File: src/hw/urxe_pkg.sv
/*
 Package for the receive error detection block: timing constants, sample
 positions, the bit-sampler state enum and the carrier structs.
 Assumes a single 25 MHz clock and a sixteen-times oversample tick.
*/
package urxe_pkg;

	// ----------------------------------------------------------------
	// Timing
	// ----------------------------------------------------------------
	localparam int unsigned CLK_HZ       = 25000000;
	localparam int unsigned BAUD_DEFAULT = 9600;
	localparam int unsigned OVS_PER_BIT  = 16;
	localparam int unsigned TICK_DIV     = CLK_HZ / (BAUD_DEFAULT * OVS_PER_BIT);
	localparam int unsigned DIV_W        = 16;
	localparam logic [DIV_W-1:0] DIV_LAST = DIV_W'(TICK_DIV - 1);

	// ----------------------------------------------------------------
	// Sample positions within one bit (counted 1..16)
	// ----------------------------------------------------------------
	localparam logic [3:0] SMP_A    = 4'h8;
	localparam logic [3:0] SMP_B    = 4'h9;
	localparam logic [3:0] SMP_C    = 4'ha;
	localparam logic [3:0] SMP_LAST = 4'hf;
	localparam logic [3:0] SMP_ZERO = 4'h0;

	// ----------------------------------------------------------------
	// Frame shape
	// ----------------------------------------------------------------
	localparam int unsigned DATA_BITS = 8;
	localparam logic [3:0]  BIT_LAST  = 4'h8; // Data bits 0..7, stop is 8

	// ----------------------------------------------------------------
	// Types
	// ----------------------------------------------------------------
	typedef enum logic [1:0] {
		URXE_IDLE,
		URXE_START,
		URXE_DATA,
		URXE_STOP
	} urxe_state_type;

	// One finished frame handed from the sampler to the flag logic
	typedef struct packed {
		logic                 done;
		logic                 noisy;
		logic [DATA_BITS-1:0] data;
	} urxe_frame_type;

	// Software side accesses
	typedef struct packed {
		logic status_access;
		logic data_read;
	} urxe_access_type;

	// Flags seen by software
	typedef struct packed {
		logic rx_full_flag;
		logic overrun_flag;
		logic noise_flag;
	} urxe_flags_type;

	// Majority-free vote: true only when all three samples are equal
	function automatic logic urxe_agree(input logic [2:0] s);
		return (s == 3'b000) || (s == 3'b111);
	endfunction

endpackage

File: src/hw/urxe_rx.sv
/*
 Receive side of an asynchronous serial port with overrun detection,
 three-sample noise detection and false start rejection.
 Assumes the transmitter sends 8N1 frames, software access strobes are
 one-cycle pulses on mclk, and the baud divider is set elsewhere.
*/
`timescale 1ns/10ps

// How it works
// RULE1: A frame that completes while rx_full_flag is set is an overrun.
// RULE2: While rx_full_flag is set no new character enters rx_data_holding.
// RULE3: On overrun overrun_flag sets, the held byte stays, the shift reg is overwritten.
// RULE4: Overrun requests the interrupt only with rx_int_enable set and int_mask_bit clear.
// RULE5: overrun_flag clears on a status access then a data read, in that order.
// RULE6: Data bits are judged on samples 8, 9 and 10; disagreement marks noise.
// RULE7: A start bit is clean only with a valid falling edge and three agreeing samples.
// RULE8: noise_flag of a frame appears in the same cycle rx_full_flag rises.
// RULE9: A noisy frame is still delivered to the data register normally.
// RULE10: Noise raises no interrupt by itself; only rx_full_flag or overrun_flag does.
// RULE11: noise_flag clears on a status read then a data read.
// RULE12: Disagreeing start samples discard the frame without receiving it.
// RULE13: A false start sets no rx_full_flag and records noise only internally.
// RULE14: That hidden noise shows with the next valid frame's rx_full_flag.
// RULE15: The line is oversampled sixteen times per bit.
module urxe_rx
(
	// Clock and reset
	input  wire logic                  mclk,
	input  wire logic                  rst_n,
	// Serial line
	input  wire logic                  rx_line,
	// Configuration
	input  wire logic [urxe_pkg::DIV_W-1:0] baud_div_last,
	input  wire logic                  rx_int_enable,
	input  wire logic                  int_mask_bit,
	// Software accesses
	input  wire urxe_pkg::urxe_access_type sw_access,
	// Status and data
	output urxe_pkg::urxe_flags_type   flags,
	output logic [7:0]                 serial_data_reg,
	output logic [7:0]                 shift_reg,
	output logic                       rx_irq
);
	import urxe_pkg::*;

	// ----------------------------------------------------------------
	// Line synchroniser and oversample tick
	// ----------------------------------------------------------------
	logic line_s;
	logic tick;

	// Only the second flop of the synchroniser feeds the sampler
	urxe_sync u_sync
	(
		.mclk (mclk),
		.rst_n(rst_n),
		.din  (rx_line),
		.dout (line_s)
	);

	// Divider comes from this clock domain, so it needs no synchroniser
	urxe_tick u_tick
	(
		.mclk    (mclk),
		.rst_n   (rst_n),
		.div_last(baud_div_last),
		.tick    (tick)
	);

	// ----------------------------------------------------------------
	// Bit sampler
	// ----------------------------------------------------------------
	urxe_state_type   state_reg;
	urxe_state_type   state_next;
	logic [3:0]       smp_reg;
	logic [3:0]       smp_next;
	logic [3:0]       bit_reg;
	logic [3:0]       bit_next;
	logic [2:0]       vote_reg;
	logic [2:0]       vote_next;
	logic             prev_reg;
	logic             prev_next;
	// Two line samples back, to qualify the start edge
	logic             prev2_reg;
	logic             prev2_next;
	logic             edge_ok_reg;
	logic             edge_ok_next;
	logic             fnoise_reg;
	logic             fnoise_next;
	logic             hidden_reg;
	logic             hidden_next;
	logic [7:0]       shift_next;
	logic [7:0]       shift_q;
	urxe_frame_type   frame_reg;
	urxe_frame_type   frame_next;

	// Sampler next state; sixteen ticks per bit, vote at 8/9/10
	always_comb
	begin
		state_next   = state_reg;
		smp_next     = smp_reg;
		bit_next     = bit_reg;
		vote_next    = vote_reg;
		prev_next    = prev_reg;
		prev2_next   = prev2_reg;
		edge_ok_next = edge_ok_reg;
		fnoise_next  = fnoise_reg;
		hidden_next  = hidden_reg;
		shift_next   = shift_q;
		frame_next   = '0;
		if (tick)
		begin
			prev_next = line_s;
			prev2_next = prev_reg;
			smp_next  = smp_reg + 1'b1; // RULE15
			if (smp_reg + 1'b1 == SMP_A)
				vote_next[2] = line_s; // RULE6
			if (smp_reg + 1'b1 == SMP_B)
				vote_next[1] = line_s;
			if (smp_reg + 1'b1 == SMP_C)
				vote_next[0] = line_s;
			unique case (state_reg)
				URXE_IDLE:
				begin
					smp_next = SMP_ZERO;
					// High-to-low seen between two ticks starts the start bit
					if (prev_reg && !line_s)
					begin
						state_next   = URXE_START;
						smp_next     = 4'h1;
						// Valid only if high two ticks back too
						edge_ok_next = prev2_reg; // RULE7
						fnoise_next  = 1'b0;
					end
				end
				URXE_START:
				begin
					if (smp_reg == SMP_LAST)
					begin
						if (!urxe_agree(vote_reg))
						begin
							// False start: drop the frame, keep noise hidden
							state_next  = URXE_IDLE; // RULE12
							hidden_next = 1'b1; // RULE13
						end
						else if (vote_reg != 3'b000)
							state_next = URXE_IDLE; // Clean high: not a start
						else
						begin
							state_next = URXE_DATA;
							bit_next   = '0;
							// Clean low after a doubtful edge: noisy
							if (!edge_ok_reg)
								fnoise_next = 1'b1; // RULE7
						end
					end
				end
				URXE_DATA:
				begin
					if (smp_reg == SMP_LAST)
					begin
						if (!urxe_agree(vote_reg))
							fnoise_next = 1'b1; // RULE6
						// Sample 9 carries the bit; 8 and 10 vote
						// LSB first; the shift reg is always overwritten
						shift_next = {vote_reg[1], shift_q[7:1]}; // RULE3
						bit_next   = bit_reg + 1'b1;
						if (bit_reg + 1'b1 == BIT_LAST)
							state_next = URXE_STOP;
					end
				end
				URXE_STOP:
				begin
					if (smp_reg == SMP_LAST)
					begin
						// Frame ends; noise includes any hidden false start
						// Stop bit votes count towards noise too
						state_next = URXE_IDLE;
						frame_next.done  = 1'b1;
						frame_next.noisy = fnoise_reg | hidden_reg
							| !urxe_agree(vote_reg); // RULE14
						frame_next.data  = shift_q;
						hidden_next      = 1'b0;
					end
				end
			endcase
		end
	end

	always_ff @(posedge mclk or negedge rst_n)
	begin
		if (!rst_n)
		begin
			state_reg   <= URXE_IDLE;
			smp_reg     <= SMP_ZERO;
			bit_reg     <= '0;
			vote_reg    <= 3'b111;
			prev_reg    <= 1'b1;
			prev2_reg   <= 1'b1;
			edge_ok_reg <= 1'b0;
			fnoise_reg  <= 1'b0;
			hidden_reg  <= 1'b0;
			shift_q     <= '0;
			frame_reg   <= '0;
		end
		else
		begin
			state_reg   <= state_next;
			smp_reg     <= smp_next;
			bit_reg     <= bit_next;
			vote_reg    <= vote_next;
			prev_reg    <= prev_next;
			prev2_reg   <= prev2_next;
			edge_ok_reg <= edge_ok_next;
			fnoise_reg  <= fnoise_next;
			hidden_reg  <= hidden_next;
			shift_q     <= shift_next;
			frame_reg   <= frame_next;
		end
	end

	// ----------------------------------------------------------------
	// Flags, holding register and interrupt
	// ----------------------------------------------------------------
	logic [7:0]     hold_reg;
	logic [7:0]     hold_next;
	urxe_flags_type flag_reg;
	urxe_flags_type flag_next;
	logic           armed_or_reg;
	logic           armed_or_next;
	logic           armed_nf_reg;
	logic           armed_nf_next;
	logic           irq_reg;
	logic           irq_next;

	// Overrun frames leave noise_flag alone: it describes the held byte
	// Clearing overrun_flag and noise_flag is a two-step sequence; a new frame wins over a same-cycle clear of any flag that it sets
	always_comb
	begin
		flag_next     = flag_reg;
		hold_next     = hold_reg;
		armed_or_next = armed_or_reg;
		armed_nf_next = armed_nf_reg;
		// Data read completes a clear that a status access armed
		if (sw_access.data_read)
		begin
			flag_next.rx_full_flag = 1'b0;
			if (armed_or_reg)
				flag_next.overrun_flag = 1'b0; // RULE5
			if (armed_nf_reg)
				flag_next.noise_flag = 1'b0; // RULE11
			armed_or_next = 1'b0;
			armed_nf_next = 1'b0;
		end
		// Status access arms the clear (read of a flag that is set)
		if (sw_access.status_access)
		begin
			armed_or_next = flag_reg.overrun_flag;
			armed_nf_next = flag_reg.noise_flag;
		end
		if (frame_reg.done)
		begin
			if (flag_reg.rx_full_flag)
				flag_next.overrun_flag = 1'b1; // RULE1 RULE3
			else
			begin
				// Noise, data and full flag appear together
				hold_next              = frame_reg.data; // RULE2 RULE9
				flag_next.rx_full_flag = 1'b1;
				flag_next.noise_flag   = frame_reg.noisy; // RULE8
			end
		end
		// Interrupt level: full flag or overrun, gated by enable and mask
		irq_next = rx_int_enable && !int_mask_bit
			&& (flag_next.rx_full_flag || flag_next.overrun_flag); // RULE4 RULE10
	end

	always_ff @(posedge mclk or negedge rst_n)
	begin
		if (!rst_n)
		begin
			hold_reg     <= '0;
			flag_reg     <= '0;
			armed_or_reg <= 1'b0;
			armed_nf_reg <= 1'b0;
			irq_reg      <= 1'b0;
		end
		else
		begin
			hold_reg     <= hold_next;
			flag_reg     <= flag_next;
			armed_or_reg <= armed_or_next;
			armed_nf_reg <= armed_nf_next;
			irq_reg      <= irq_next;
		end
	end

	// Every output comes straight from a register
	assign flags           = flag_reg;
	assign serial_data_reg = hold_reg;
	assign shift_reg       = shift_q;
	assign rx_irq          = irq_reg;

endmodule

File: src/hw/urxe_sync.sv
/*
 Two flip-flop synchroniser for the serial line input.
 Assumes the line idles high, so both stages reset to one.
*/
`timescale 1ns/10ps
module urxe_sync
(
	// Clock and reset
	input  wire logic mclk,
	input  wire logic rst_n,
	// Line
	input  wire logic din,
	output logic      dout
);

	logic meta_reg;
	logic meta_next;
	logic dout_reg;
	logic dout_next;

	// Next values: first stage feeds only the second
	always_comb
	begin
		meta_next = din;
		dout_next = meta_reg;
	end

	// Registers
	always_ff @(posedge mclk or negedge rst_n)
	begin
		if (!rst_n)
		begin
			meta_reg <= 1'b1;
			dout_reg <= 1'b1;
		end
		else
		begin
			meta_reg <= meta_next;
			dout_reg <= dout_next;
		end
	end

	assign dout = dout_reg;

endmodule

File: src/hw/urxe_tick.sv
/*
 Oversample tick generator: one-cycle pulse every div_last+1 clocks.
 Assumes the divider value is held steady by the system.
*/
`timescale 1ns/10ps
module urxe_tick
(
	// Clock and reset
	input  wire logic                     mclk,
	input  wire logic                     rst_n,
	// Divider and tick
	input  wire logic [urxe_pkg::DIV_W-1:0] div_last,
	output logic                          tick
);
	import urxe_pkg::*;

	logic [DIV_W-1:0] cnt_reg;
	logic [DIV_W-1:0] cnt_next;
	logic             tick_reg;
	logic             tick_next;

	// Count down the divider, pulse on wrap
	always_comb
	begin
		tick_next = (cnt_reg == '0);
		cnt_next  = tick_next ? div_last : cnt_reg - 1'b1;
	end

	always_ff @(posedge mclk or negedge rst_n)
	begin
		if (!rst_n)
		begin
			cnt_reg  <= '0;
			tick_reg <= 1'b0;
		end
		else
		begin
			cnt_reg  <= cnt_next;
			tick_reg <= tick_next;
		end
	end

	assign tick = tick_reg;

endmodule

File: config.mk
export PLATFORM = sky130hd
export DESIGN_NAME = urxe_rx
export DESIGN_NICKNAME = d
export VERILOG_FILES = /design/src/hw/urxe_pkg.sv /design/src/hw/urxe_rx.sv /design/src/hw/urxe_sync.sv /design/src/hw/urxe_tick.sv
export SDC_FILE = /design/constraint.sdc
export NUM_CORES = 1
export LEC_CHECK = 0
export BUFFER_PORTS_ARGS = -buffer_cell sky130_fd_sc_hd__buf_2
export CELL_PAD_IN_SITES_DETAIL_PLACEMENT = 1
export CELL_PAD_IN_SITES_GLOBAL_PLACEMENT = 1
export CORE_MARGIN = 2
export CORE_UTILIZATION = 30
export DETAILED_ROUTE_END_ITERATION = 8
export PLACE_DENSITY = 0.63
export SYNTH_ARGS = -nofsm -noshare
export SYNTH_HDL_FRONTEND = slang
export SYNTH_SLANG_ARGS = --single-unit
File: constraint.sdc
create_clock -name mclk -period 2.1 [get_ports mclk]
set_clock_uncertainty 0.1 [all_clocks]
set_input_delay 0 -clock mclk [delete_from_list [all_inputs] [get_ports mclk]]
set_output_delay 0 -clock mclk [all_outputs]
set_load 0.005 [all_outputs]
==> results.md, run 1 <==
- Input and output buffers added on the ports amount to 42.
- The initial standard-cell utilization of the core is roughly 31%.
- The number of instances in the synthesized netlist is slightly below 300.
- In this run switching power makes up between 20% and 30% of total power.
- The count of state elements after synthesis is slightly below 70.
- The die covers 11900 um2.
- The portion of total power attributed to combinational logic is between 10% and 20%.
- The final layout contains routed wiring with a total length of roughly 7.3 mm.
- In the final layout, the share of cells above drive strength 1 is between 30% and 40%.
- The most used flip-flop cell after synthesis is dfrtp_1.
- The routed length on met1 is roughly 3.3 mm.
- The uppermost signal routing layer after detailed routing is met4.
- Adding up every negative setup slack in the final design gives 0 ns.
- The leakage dissipation is about 1.9 nW.
- The max-slew violation count is 0.
- The timing startpoint of the critical path is state_reg[0].
- The clock latency reported for the late side of the worst-skew pair is 0.35 ns.
- Measured along the x axis, the die boundary spans between 100 and 150 um.
- After synthesis, the most frequently instantiated cells are dfrtp_1 (62), nand2_1 (33), mux2_2 (24).
- The final hold violation count came to 0.
- The number of failing setup endpoints in the final timing report is 0.
- The largest voltage drop on the vdd net is roughly 0.35 mV.
- The largest net degree at the start of global routing is 45.
- The via count of the first global-routing pass was 2667.
- The wire length on met3 is ~270 um.
- Clock-pin slew was measured on the worst setup and hold paths at approximately 0.08 ns.
- Across the run, the number of max-cap violations was 0.
- Once layout is complete, the utilization of the core stands at 38.6%.
- The number of I/O pins is 43.
- Sorting the synthesized cells by area gives the leading types as dfrtp_1 (47%), mux2_2 (8.1%), dfstp_2 (5.5%).
- The sequential cell fraction of total power is 52.1%.
- The initial antenna violation count is 0.
- The slowest stage of the critical path is the dfrtp_2 cell.
- dfrtp_1 is the most common cell in the netlist.
- In this run the critical register-to-register path is launched from state_reg[0].
- After the last flow step, the layout net total stands at 404.
- In the finished design, the share of the clock period the worst path needs comes to between 90% and 100%.
- The data arrival time of the worst path is 2.10 ns.
- The core area is ~11000 um2.
- The cell area after placement is between 3000 and 4000 um2.
- The largest fanout on the critical path is 6.
- The number of iterations in the first detailed-routing pass is 4.
- The average size of a mapped cell is about 11 um2.
- Registers take about 1700 um2.
- TritonCTS built the clock tree.
- The required time reported for the critical path endpoint is around 2.2 ns.
- Routability-driven placement finished with a final weighted congestion of 0.768.
- For this run, the number of standard cells in the final layout without fillers is 514.
- In the final routed layout, each cell accounts on average for ~14 um.
- Summing all multi-input logic gate instances after layout gives 1450 um2.
- The minimum clock period after layout is about 2 ns.
- STA classifies the critical path endpoint as a register.
- Once layout is done, the placed cells without fillers occupy between 4000 and 5000 um2.
- For this design the ratio of total power to cell area is 703 nW/um2.
- The number of flip-flops under the largest register name is 16.
- Yosys printed 0 warnings.
- For this design, the sink count on the clock tree is 69.
- The category of the critical setup timing path is reg2reg.
- The number of DRC violations after detailed routing is 0.
- The worst-margin pin slew is approximately 0.63 ns.
- In this run the power spent charging and discharging nets is 0.871 mW.
- The cell count after placement is between 400 and 500.
- Counting every net in the synthesized netlist gives 325.
- The floorplan has 38 rows.
- The height of the die is about 110 um.
- The largest single stage delay on the critical path is roughly 0.42 ns.
- The detail route stage leaves a number of antenna-violating nets equal to 0.
- The internal power is approximately 2.1 mW.
- The H-tree generated during clock tree synthesis spans 3 levels.
- Once detailed placement completed, the half-perimeter wirelength came to between 5 and 6 mm.
- Counting cells, the worst reg-to-reg path comes to 6.
- The number of diodes added for antenna fixing is 0.
- The global routing usage summed across all routing layers is approximately 14%.
- The total clock buffers created by CTS is 9.
- The biggest area contributor in the post-synthesis netlist is dfrtp_1.
- The count of filler cells inserted in the layout is 1208.
- Counting distinct cell types in the post-synthesis netlist gives 49.
- The synthesized design contains 0 enable-type register cells.
- The flow ran to the end, and the final reports show no timing, DRC or antenna violations.
- Global routing finished with a remaining overflow of 0.
- The post-synthesis sequential area ratio is 52.3%.
- The clock power share is between 30% and 40%.
- Dividing the detail-routed via count by the number of cells gives approximately 4.7.
- The signal on the critical path passes through inv_1 -> ha_1 -> a21boi_0 -> nand2_1 -> a2111oi_4 -> mux2_1.
- The fraction of synthesized cell area taken by the top area cell type is between 40% and 50%.
- The type of the tightest min-delay check is in2async.
- Setup repair after global routing left no endpoint under its margin.
- The starting DRC count in detailed routing is just over 70.
- The clock tree root buffer cell is clkbuf_8.
- Of all flip-flops after synthesis, the portion carrying an async set or reset was between 90% and 100%.
- The maximum operating frequency is 512 MHz.
- Detailed routing placed a total of about 3.6 mm of wire on met2.
- In this run the cell area of the synthesized design comes to around 3300 um2.
- The first global-routing pass estimated 12.8 mm of wire.
- Relative to the synthesized area, the layout overhead comes to 25.7%.
- The vias after detailed routing is roughly 2400.
- STA classifies the critical path startpoint as a register.
- The remaining max-slew budget at the tightest pin is between 50% and 60%.
- The number of buffers on the longest clock path is 2.
-- path summary, 6_finish.rpt --
kind / end / slack [ns]
min in group mclk: u_sync.dout_next / 0.20
max reg2reg: fnoise_reg / 0.15
max: fnoise_reg / 0.15
min reg2reg: u_sync.dout / 0.26
min: u_tick.cnt_reg[15] / 0.1
max in group asynchronous: rx_irq / 1.16
-- through the flow --
stage	setup slack (ns)	power [mW]	hold slack [ns]
6_report	0.146	2.93	0.0988
2_1_floorplan	0.140	1.73	-0.396
5_1_grt	0.00221	3.10	0.159
4_1_cts	0.0825	2.97	0.105
3_5_place_dp	0.123	1.88	-0.0438
3_3_place_gp	0.140	1.86	-0.0487
-- cell families after synthesis --
group / after synthesis / synth area share, %
AND/OR/NAND/NOR: 94 / 15.3
flip-flops: 69 / 52.3
adder cells (fa/ha/maj): 12 / 4.53
AO/OA/AOI/OAI: 52 / 11.7
buffers and inverters: 25 / 4.30
multiplexers: 25 / 8.49
XOR/XNOR: 13 / 3.43
-- critical path: cells and delay by family, from the launching register on --
family	cells	cell delay (ns)
AO/OA/AOI/OAI	2	0.54
flip-flops	1	0.42
adder cells (fa/ha/maj)	1	0.22
multiplexers	1	0.35
AND/OR/NAND/NOR	1	0.13
buffers and inverters	1	0.08
-- cell usage in the layout (no fill, tap or decap), types with 11 or more instances in the layout --
master	synthesis	routed
mux2_2	24	24
inv_1	13	13
buf_2	1	42
ha_1	12	11
dlygate4sd3_1	0	23
nand2_1	33	33
buf_4	0	13
dfrtp_1	62	61
nor2_1	15	15
o21ai_2	12	12
-- layer usage --
metal  GRT usage [%]  vias to the layer above
met5               0                        -
met4            4.03                        0
met3            4.06                        9
met2            24.6                       45
met1            16.4                     1180
li1                -                     1177
-- layout make-up --
cell class                 count  share of cell area (%)
sequential                    69                    41.7
multi-input combinational    196                    34.7
timing repair buffer          79                    13.4
tap                          140                    4.20
clock buffer                   9                    2.97
inverter                      14                    1.56
clock inverter                 7                    1.50
-- repair_timing --
item | CTS | global route
setup endpoints to repair | 0 | 5
setup buffers | 0 | 0
endpoints found under the hold margin | 48 | 0
resized for setup | 0 | 3
hold buffers | 23 | 0
-- power by group through the flow --
stage               combinational (mW)  sequential [mW]  clock (mW)
floorplan                        0.196             1.53           0
global placement                 0.317             1.55           0
detailed placement               0.329             1.55           0
CTS                              0.360             1.52        1.09
global route                     0.405             1.54        1.15
finish                           0.357             1.52        1.05
Note: power is estimated with default switching activity, not from simulation.
==> inputs of run 2 (changes only) <==
--- a/config.mk
+++ b/config.mk
@@ -12,6 +12,7 @@
 export CORE_UTILIZATION = 30
 export DETAILED_ROUTE_END_ITERATION = 8
 export PLACE_DENSITY = 0.63
+export REMOVE_ABC_BUFFERS = 1
 export SYNTH_ARGS = -nofsm -noshare
 export SYNTH_HDL_FRONTEND = slang
 export SYNTH_SLANG_ARGS = --single-unit
==> constraint.sdc (replaced) <==
create_clock -name mclk -period 1.7 [get_ports mclk]
set_clock_uncertainty 0.1 [all_clocks]
set_input_delay 0 -clock mclk [delete_from_list [all_inputs] [get_ports mclk]]
set_output_delay 0 -clock mclk [all_outputs]
set_load 0.005 [all_outputs]
==> run 2 against run 1 <==
Against the previous run:
- the run now ends with setup timing left
- hold slack worse by 0.030 ns
- final area rose by 21%
- flip-flop and latch count stayed put
- combinational power up 97%
- via count increased by 13%
- largest cell class is now multi-input gates
- largest power group unchanged
- highest routed layer unchanged
==> results.md, run 2 (synthesized netlist as in run 1, its figures left out) <==
- The flow ran to the end, but the final reports show violations.
- The checks that failed: setup timing.
- The via count of the first global-routing pass came to 2994 (+12%).
- The clock power share is 36.6% (+0.8 points).
- The cell depth of the worst setup path was 6 (unchanged).
- The tightest min-delay check is of the in2async type.
- The number of buffers on the longest clock path is 2 (unchanged).
- The routed length on met1 came to 3.91 mm (+19%).
- The data arrival time of the worst path came to 1.97 ns (-0.13 ns).
- The routed via count divided by cell count is 4.85 (+3.4%).
- The core area is 10800 um2 (unchanged).
- The tree is rooted in a clkbuf_8.
- The share of post-route cells with drive strength above 1 is 54.4% (+20 points).
- The required time reported for the critical path endpoint came to 1.83 ns (-0.41 ns).
- The number of buffer and inverter instances along the worst setup path was 1 (unchanged).
- The number of iterations in the first detailed-routing pass is 4 (unchanged).
- The total power per unit cell area was 797 nW/um2 (+13%).
- The vias after detailed routing is 2730 (+13%).
- The starting DRC count in detailed routing is 117 (+65%).
- The clock latency reported for the late side of the worst-skew pair is 0.34 ns (about the same).
- The total clock buffers created by CTS is 9 (unchanged).
- The nature of the critical path startpoint is a register.
- The clock sink count is 69 (unchanged).
- The count of input and output buffers is 42 (unchanged).
- The height of the die is 109 um (unchanged).
- The final routed wirelength across all metal layers came to 9.31 mm (+28%).
- The growth of design area from synthesis to finish is 52.1%.
- The depth of the worst register-to-register path is 6 (unchanged).
- The post-route standard cell area excluding fillers is 5050 um2 (+21%).
- The overall die width is 109 um (unchanged).
- The most common cell after layout, fill and taps aside is dfrtp_1.
- The category of the critical setup timing path is reg2reg.
- The switching power share of the total is 27.0% (-2.8 points).
- The portion of total power attributed to combinational logic is 17.5% (+5.3 points).
- The largest stage delay on the critical path is 0.41 ns (about the same).
- The sequential cell fraction of total power was 45.9% (-6.2 points).
- The utilization after layout is 46.8% (+8.1 points).
- The uppermost signal routing layer after detailed routing is met4.
- The critical path goes through buf_4 -> ha_4 -> o21ai_2 -> nand2_2 -> a2111oi_4 -> mux2_4.
- Setup repair after global routing could not meet its margin everywhere.
- The number of diodes added for antenna fixing came to 0 (unchanged).
- The setup slack after layout is -0.145 ns (-0.291 ns).
- The initial standard-cell utilization of the core is 30.7% (unchanged).
- The remaining max-slew budget at the tightest pin was 62.6% (+4.3 points).
- The final RePlAce weighted congestion is 0.725 (-5.7%).
- The first-pass GRT wire length is 14.6 mm (+14%).
- The CTS tree is done.
- Leaving out fill and tap cells, the most frequent cells in the layout are dfrtp_1 (61), buf_4 (50), buf_2 (42).
- The max-capacitance violation count is 0 (unchanged).
- The wire length on met3 is 174 um (-36%).
- The largest voltage drop on the vdd net is 0.441 mV (+27%).
- The total length of routed met2 wires is 5.05 mm (+40%).
- The maximum operating frequency is 542 MHz (+5.9%).
- The remaining number of nets flagged by the antenna check after routing is 0 (unchanged).
- The internal power was 2.94 mW (+43%).
- The estimated wirelength of the detail-placed design is 5.60 mm (+9.3%).
- The global routing usage summed across all routing layers is 16.0% (+2.0 points).
- The kind of cell adding the most delay to the critical path is compound AO/OA/AOI/OAI gates.
- The residual overflow from global routing is 0 (unchanged).
- The max-slew violation count is 0 (unchanged).
- The count of filler cells inserted in the layout is 1162 (-3.8%).
- The initial antenna violation count is 0 (unchanged).
- The total net switching power is 1.08 mW (+25%).
- The clock transition at the registers of the reported paths is 0.08 ns (about the same).
- The number of failing setup endpoints in the final timing report is 20 (+20).
- The standard cell with the maximum stage delay on the critical path is dfrtp_1.
- The number of placement rows came to 38 (unchanged).
- The worst setup path is captured at a register.
- The leakage dissipation is 2.35 nW (+23%).
- The number of H-tree levels is 3 (unchanged).
- The final hold violation count is 0 (unchanged).
- The number of I/O pins is 43 (unchanged).
- The number of flip-flops under the largest register name is 16 (unchanged).
- The largest fanout on the critical path was 4 (-2).
- The number of DRC violations after detailed routing is 0 (unchanged).
- The largest net degree at the start of global routing is 28 (-38%).
- The minimum clock period after layout is 1.84 ns (-0.109 ns).
- The total number of nets in the final design is 453 (+12%).
- The worst-margin pin slew is 0.561 ns (-0.0642 ns).
- The area enclosed by the die boundary is 11900 um2 (unchanged).
- The cell area after placement is 4030 um2 (+7.8%).
- The setup TNS after final layout is -1.64 ns (-1.64 ns).
- The ratio of final minimum period to clock period is 109% (+15 points).
- The routed length per placed instance was 16.5 um (+17%).
==> run 2: cell types whose count changed in the layout (fill, tap and decap cells not counted), sizes merged <==
cell / delta
inv: -6
buf: +45
clkinv: +6
clkinvlp: +1
clkbuf: +1
bufinv: +2
==> run 2: worst paths after layout <==
kind / slack (ns) / endpoint / start
setup / recovery: -0.14 / fnoise_reg / state_reg[0]
hold / removal: 0.07 / u_tick.cnt_reg[0] / rst_n
setup reg to reg: -0.14 / fnoise_reg / state_reg[0]
hold reg to reg: 0.26 / u_sync.dout / u_sync.dout_next
max in group asynchronous: 0.76 / prev2_reg / rst_n
min in group mclk: 0.19 / u_sync.dout_next / rx_line
==> run 2: layout make-up <==
cell class / count / area (um2) / area share, %
Tap cell: 140 / 175 / 3.47
Timing Repair Buffer: 125 / 968 / 19.2
Inverter: 14 / 78.8 / 1.56
Multi-Input combinational cell: 196 / 1810 / 35.9
Sequential cell: 69 / 1740 / 34.4
Clock buffer: 9 / 124 / 2.45
Timing Repair inverter: 3 / 62.6 / 1.24
Clock inverter: 7 / 90.1 / 1.79
==> run 2: per-stage QoR <==
stage               hold slack [ns]  cells  power, mW  setup WS (ns)
CTS                          0.0741    556       4.03         -0.146
floorplan                    -0.396    279       2.13         -0.260
global route                  0.141    563       4.20         -0.191
detailed placement          -0.0740    512       2.43         -0.195
global placement            -0.0664    512       2.40         -0.123
finish                       0.0683    563       4.02         -0.145
==> run 2: repair_timing <==
action                                 4_1_cts  5_1_grt
setup endpoints to repair                   34       36
pin swaps                                   24       19
resized for setup                           59       49
hold buffers                                23        1
setup buffers                                1        6
gates cloned                                 4        1
endpoints found under the hold margin       77        1
==> run 2: power by group through the flow <==
stage | sequential, mW | clock, mW | combinational (mW)
final | 1.85 | 1.47 | 0.703
after global routing | 1.86 | 1.59 | 0.758
after CTS | 1.84 | 1.51 | 0.672
after detailed placement | 1.87 | 0 | 0.550
after global placement | 1.87 | 0 | 0.531
after floorplan | 1.89 | 0 | 0.242
==> run 2: layer usage <==
layer  track usage, %  vias up
li1                 -     1270
met2             28.2       37
met3             2.09       16
met4             6.68        0
met5                0        -
met1             19.5     1407
==> inputs of run 3 (changes only) <==
--- a/config.mk
+++ b/config.mk
@@ -13,6 +13,7 @@
 export DETAILED_ROUTE_END_ITERATION = 8
 export PLACE_DENSITY = 0.63
 export REMOVE_ABC_BUFFERS = 1
+export SETUP_SLACK_MARGIN = 0.2
 export SYNTH_ARGS = -nofsm -noshare
 export SYNTH_HDL_FRONTEND = slang
 export SYNTH_SLANG_ARGS = --single-unit
==> run 3 against run 2 <==
Against the previous run:
- the flow still finishes with violations (setup timing)
- setup slack lost 0.046 ns
- clock power is essentially flat
- maximum frequency shrank 2.5%
- global-route usage grew 0.49 points
- critical path depth is the same
- non-clock buffer count grew 5
- final area grew 3.1%
==> results.md, run 3 (synthesized netlist as in run 1, its figures left out) <==
- The clock sink count came to 69 (unchanged).
- The nature of the critical path startpoint is a register.
- The final reports fail on setup timing.
- The starting DRC count in detailed routing is 128 (+9.4%).
- The max-slew violation count is 0 (unchanged).
- The total power per unit cell area is 771 nW/um2 (-3.2%).
- The largest fanout on the critical path is 4 (unchanged).
- The depth of the worst register-to-register path was 6 (unchanged).
- The final RePlAce weighted congestion came to 0.725 (unchanged).
- The share of post-route cells with drive strength above 1 was 56.3% (+1.9 points).
- The max-capacitance violation count is 0 (unchanged).
- The residual overflow from global routing came to 0 (unchanged).
- The setup TNS after final layout is -1.75 ns (-0.113 ns).
- The count of input and output buffers is 42 (unchanged).
- The library cell used most frequently in the layout, excluding fill and tap cells, is dfrtp_1.
- The non-filler instance count after layout came to 569 (+1.1%).
- The clock transition at the registers of the reported paths is 0.08 ns (about the same).
- The vias after detailed routing is 2727 (-0.11%).
- The core area is 10800 um2 (unchanged).
- The remaining max-slew budget at the tightest pin is 62.4% (-0.24 points).
- The initial standard-cell utilization of the core is 30.7% (unchanged).
- The cell area after placement came to 4030 um2 (unchanged).
- The required time reported for the critical path endpoint is 1.83 ns (about the same).
- The largest voltage drop on the vdd net is 0.438 mV (-0.53%).
- The number of DRC violations after detailed routing is 0 (unchanged).
- The data arrival time of the worst path came to 2.02 ns (+0.05 ns).
- The setup slack after layout is -0.191 ns (-0.0465 ns).
- The global routing usage summed across all routing layers is 16.5% (+0.49 points).
- The category of the critical setup timing path is reg2reg.
- The growth of design area from synthesis to finish is 56.8%.
- The post-route standard cell area excluding fillers is 5200 um2 (+3.1%).
- The number of I/O pins is 43 (unchanged).
- The total clock buffers created by CTS is 9 (unchanged).
- On the critical path, the stage with the largest delay is an instance of dfrtp_2.
- The type of the tightest min-delay check is in2async.
- The maximum operating frequency is 529 MHz (-2.5%).
- The ratio of final minimum period to clock period was 111% (+2.7 points).
- The largest net degree at the start of global routing came to 28 (unchanged).
- The number of failing setup endpoints in the final timing report is 22 (+10%).
- The number of placement rows is 38 (unchanged).
- The critical path endpoint category is a register.
- The number of iterations in the first detailed-routing pass is 4 (unchanged).
- The number of buffers on the longest clock path is 2 (unchanged).
- The signal on the critical path passes through buf_6 -> ha_4 -> o21ai_2 -> nand2_2 -> a2111oi_4 -> mux2_4.
- The total number of nets in the final design is 458 (+1.1%).
- The estimated wirelength of the detail-placed design was 5.60 mm (unchanged).
- The leakage dissipation is 2.41 nW (+2.3%).
- The cell count after placement was 512 (unchanged).
- Clock tree synthesis selected as its root buffer the cell clkbuf_8.
- The final routed wirelength across all metal layers came to 9.35 mm (+0.44%).
- The utilization after layout was 48.2% (+1.4 points).
- The overall die width came to 109 um (unchanged).
- The minimum clock period after layout is 1.89 ns (+0.0465 ns).
- The initial antenna violation count was 0 (unchanged).
- The via count of the first global-routing pass came to 3020 (+0.87%).
- The first-pass GRT wire length came to 15.1 mm (+3.0%).
- The run finished, with violations left.
- The largest stage delay on the critical path is 0.43 ns (+0.02 ns).
- The worst hold slack across all endpoints is 0.0711 ns (+0.00277 ns).
- The post-place setup slack was -0.195 ns (unchanged).
- The height of the die is 109 um (unchanged).
- The remaining number of nets flagged by the antenna check after routing is 0 (unchanged).
- The clock latency reported for the late side of the worst-skew pair is 0.34 ns (about the same).
- The number of H-tree levels is 3 (unchanged).
- The routed length per placed instance is 16.4 um (-0.62%).
- The worst-margin pin slew is 0.564 ns (+0.00354 ns).
- The area enclosed by the die boundary was 11900 um2 (unchanged).
- Setup repair after global routing could not meet its margin everywhere.
- The post-layout total power came to 4.01 mW (-0.21%).
- Leaving out fill and tap cells, the most frequent cells in the layout are dfrtp_1 (60), buf_4 (46), buf_2 (42).
- The number of flip-flops under the largest register name is 16 (unchanged).
- The final hold violation count is 0 (unchanged).
- The routed via count divided by cell count was 4.79 (-1.2%).
- TritonCTS built the clock tree.
==> run 3: cell types whose count changed in the layout (fill, tap and decap cells not counted), moves of 2 or more <==
| cell | previous run | this run |
|---|---|---|
| o21ai_4 | 0 | 2 |
| mux2_4 | 5 | 13 |
| buf_6 | 6 | 15 |
| and3_1 | 8 | 1 |
| mux2_2 | 20 | 12 |
| buf_4 | 50 | 46 |
| and3_4 | 2 | 9 |
| o21ai_2 | 16 | 14 |
==> run 3: what timing repair did <==
item | 4_1_cts | 5_1_grt
buffers inserted | 4 | 8
setup endpoints to repair | 46 | 44
hold endpoints to repair | 77 | 0
pin swaps | 33 | 14
cloned | 5 | 0
resized for setup | 103 | 32
hold buffers | 23 | 0
==> run 3: report_power, final <==
group	switching, mW	internal (mW)
clock	0.652	0.818
sequential	0.104	1.74
combinational	0.326	0.371
total	1.08	2.93
==> run 3: critical path: cells and delay by family (launching register included) <==
family | cells | cell delay (ns)
simple gates | 1 | 0.08
compound gates | 2 | 0.52
buf+inv | 1 | 0.13
flops | 1 | 0.43
fa+ha+maj | 1 | 0.17
mux | 1 | 0.34
==> run 3: final timing paths <==
path	end	start	slack [ns]
worst max-delay path	fnoise_reg	state_reg[0]	-0.19
worst min-delay path	u_tick.cnt_reg[0]	rst_n	0.07
worst max register to register	fnoise_reg	state_reg[0]	-0.19
worst min register to register	u_sync.dout	u_sync.dout_next	0.26
max in group asynchronous	prev2_reg	rst_n	0.76
min in group mclk	u_sync.dout_next	rx_line	0.19
==> run 3: area by class of cell <==
type                            count  area [um2]
Antenna cell                        1        2.50
Clock buffer                        9         124
Clock inverter                      7        90.1
Fill cell                        1158        5590
Inverter                           14        78.8
Multi-Input combinational cell    196        1890
Sequential cell                    69        1740
Tap cell                          140         175
Timing Repair Buffer              130        1040
Timing Repair inverter              3        62.6
==> run 3: routing by layer <==
layer	GRT usage, %	up-vias	share of wire, %
met5	0	-	0
met4	6.68	0	1.4
li1	-	1286	-
met1	19.7	1394	42
met3	2.09	11	2.1
met2	29.6	36	55
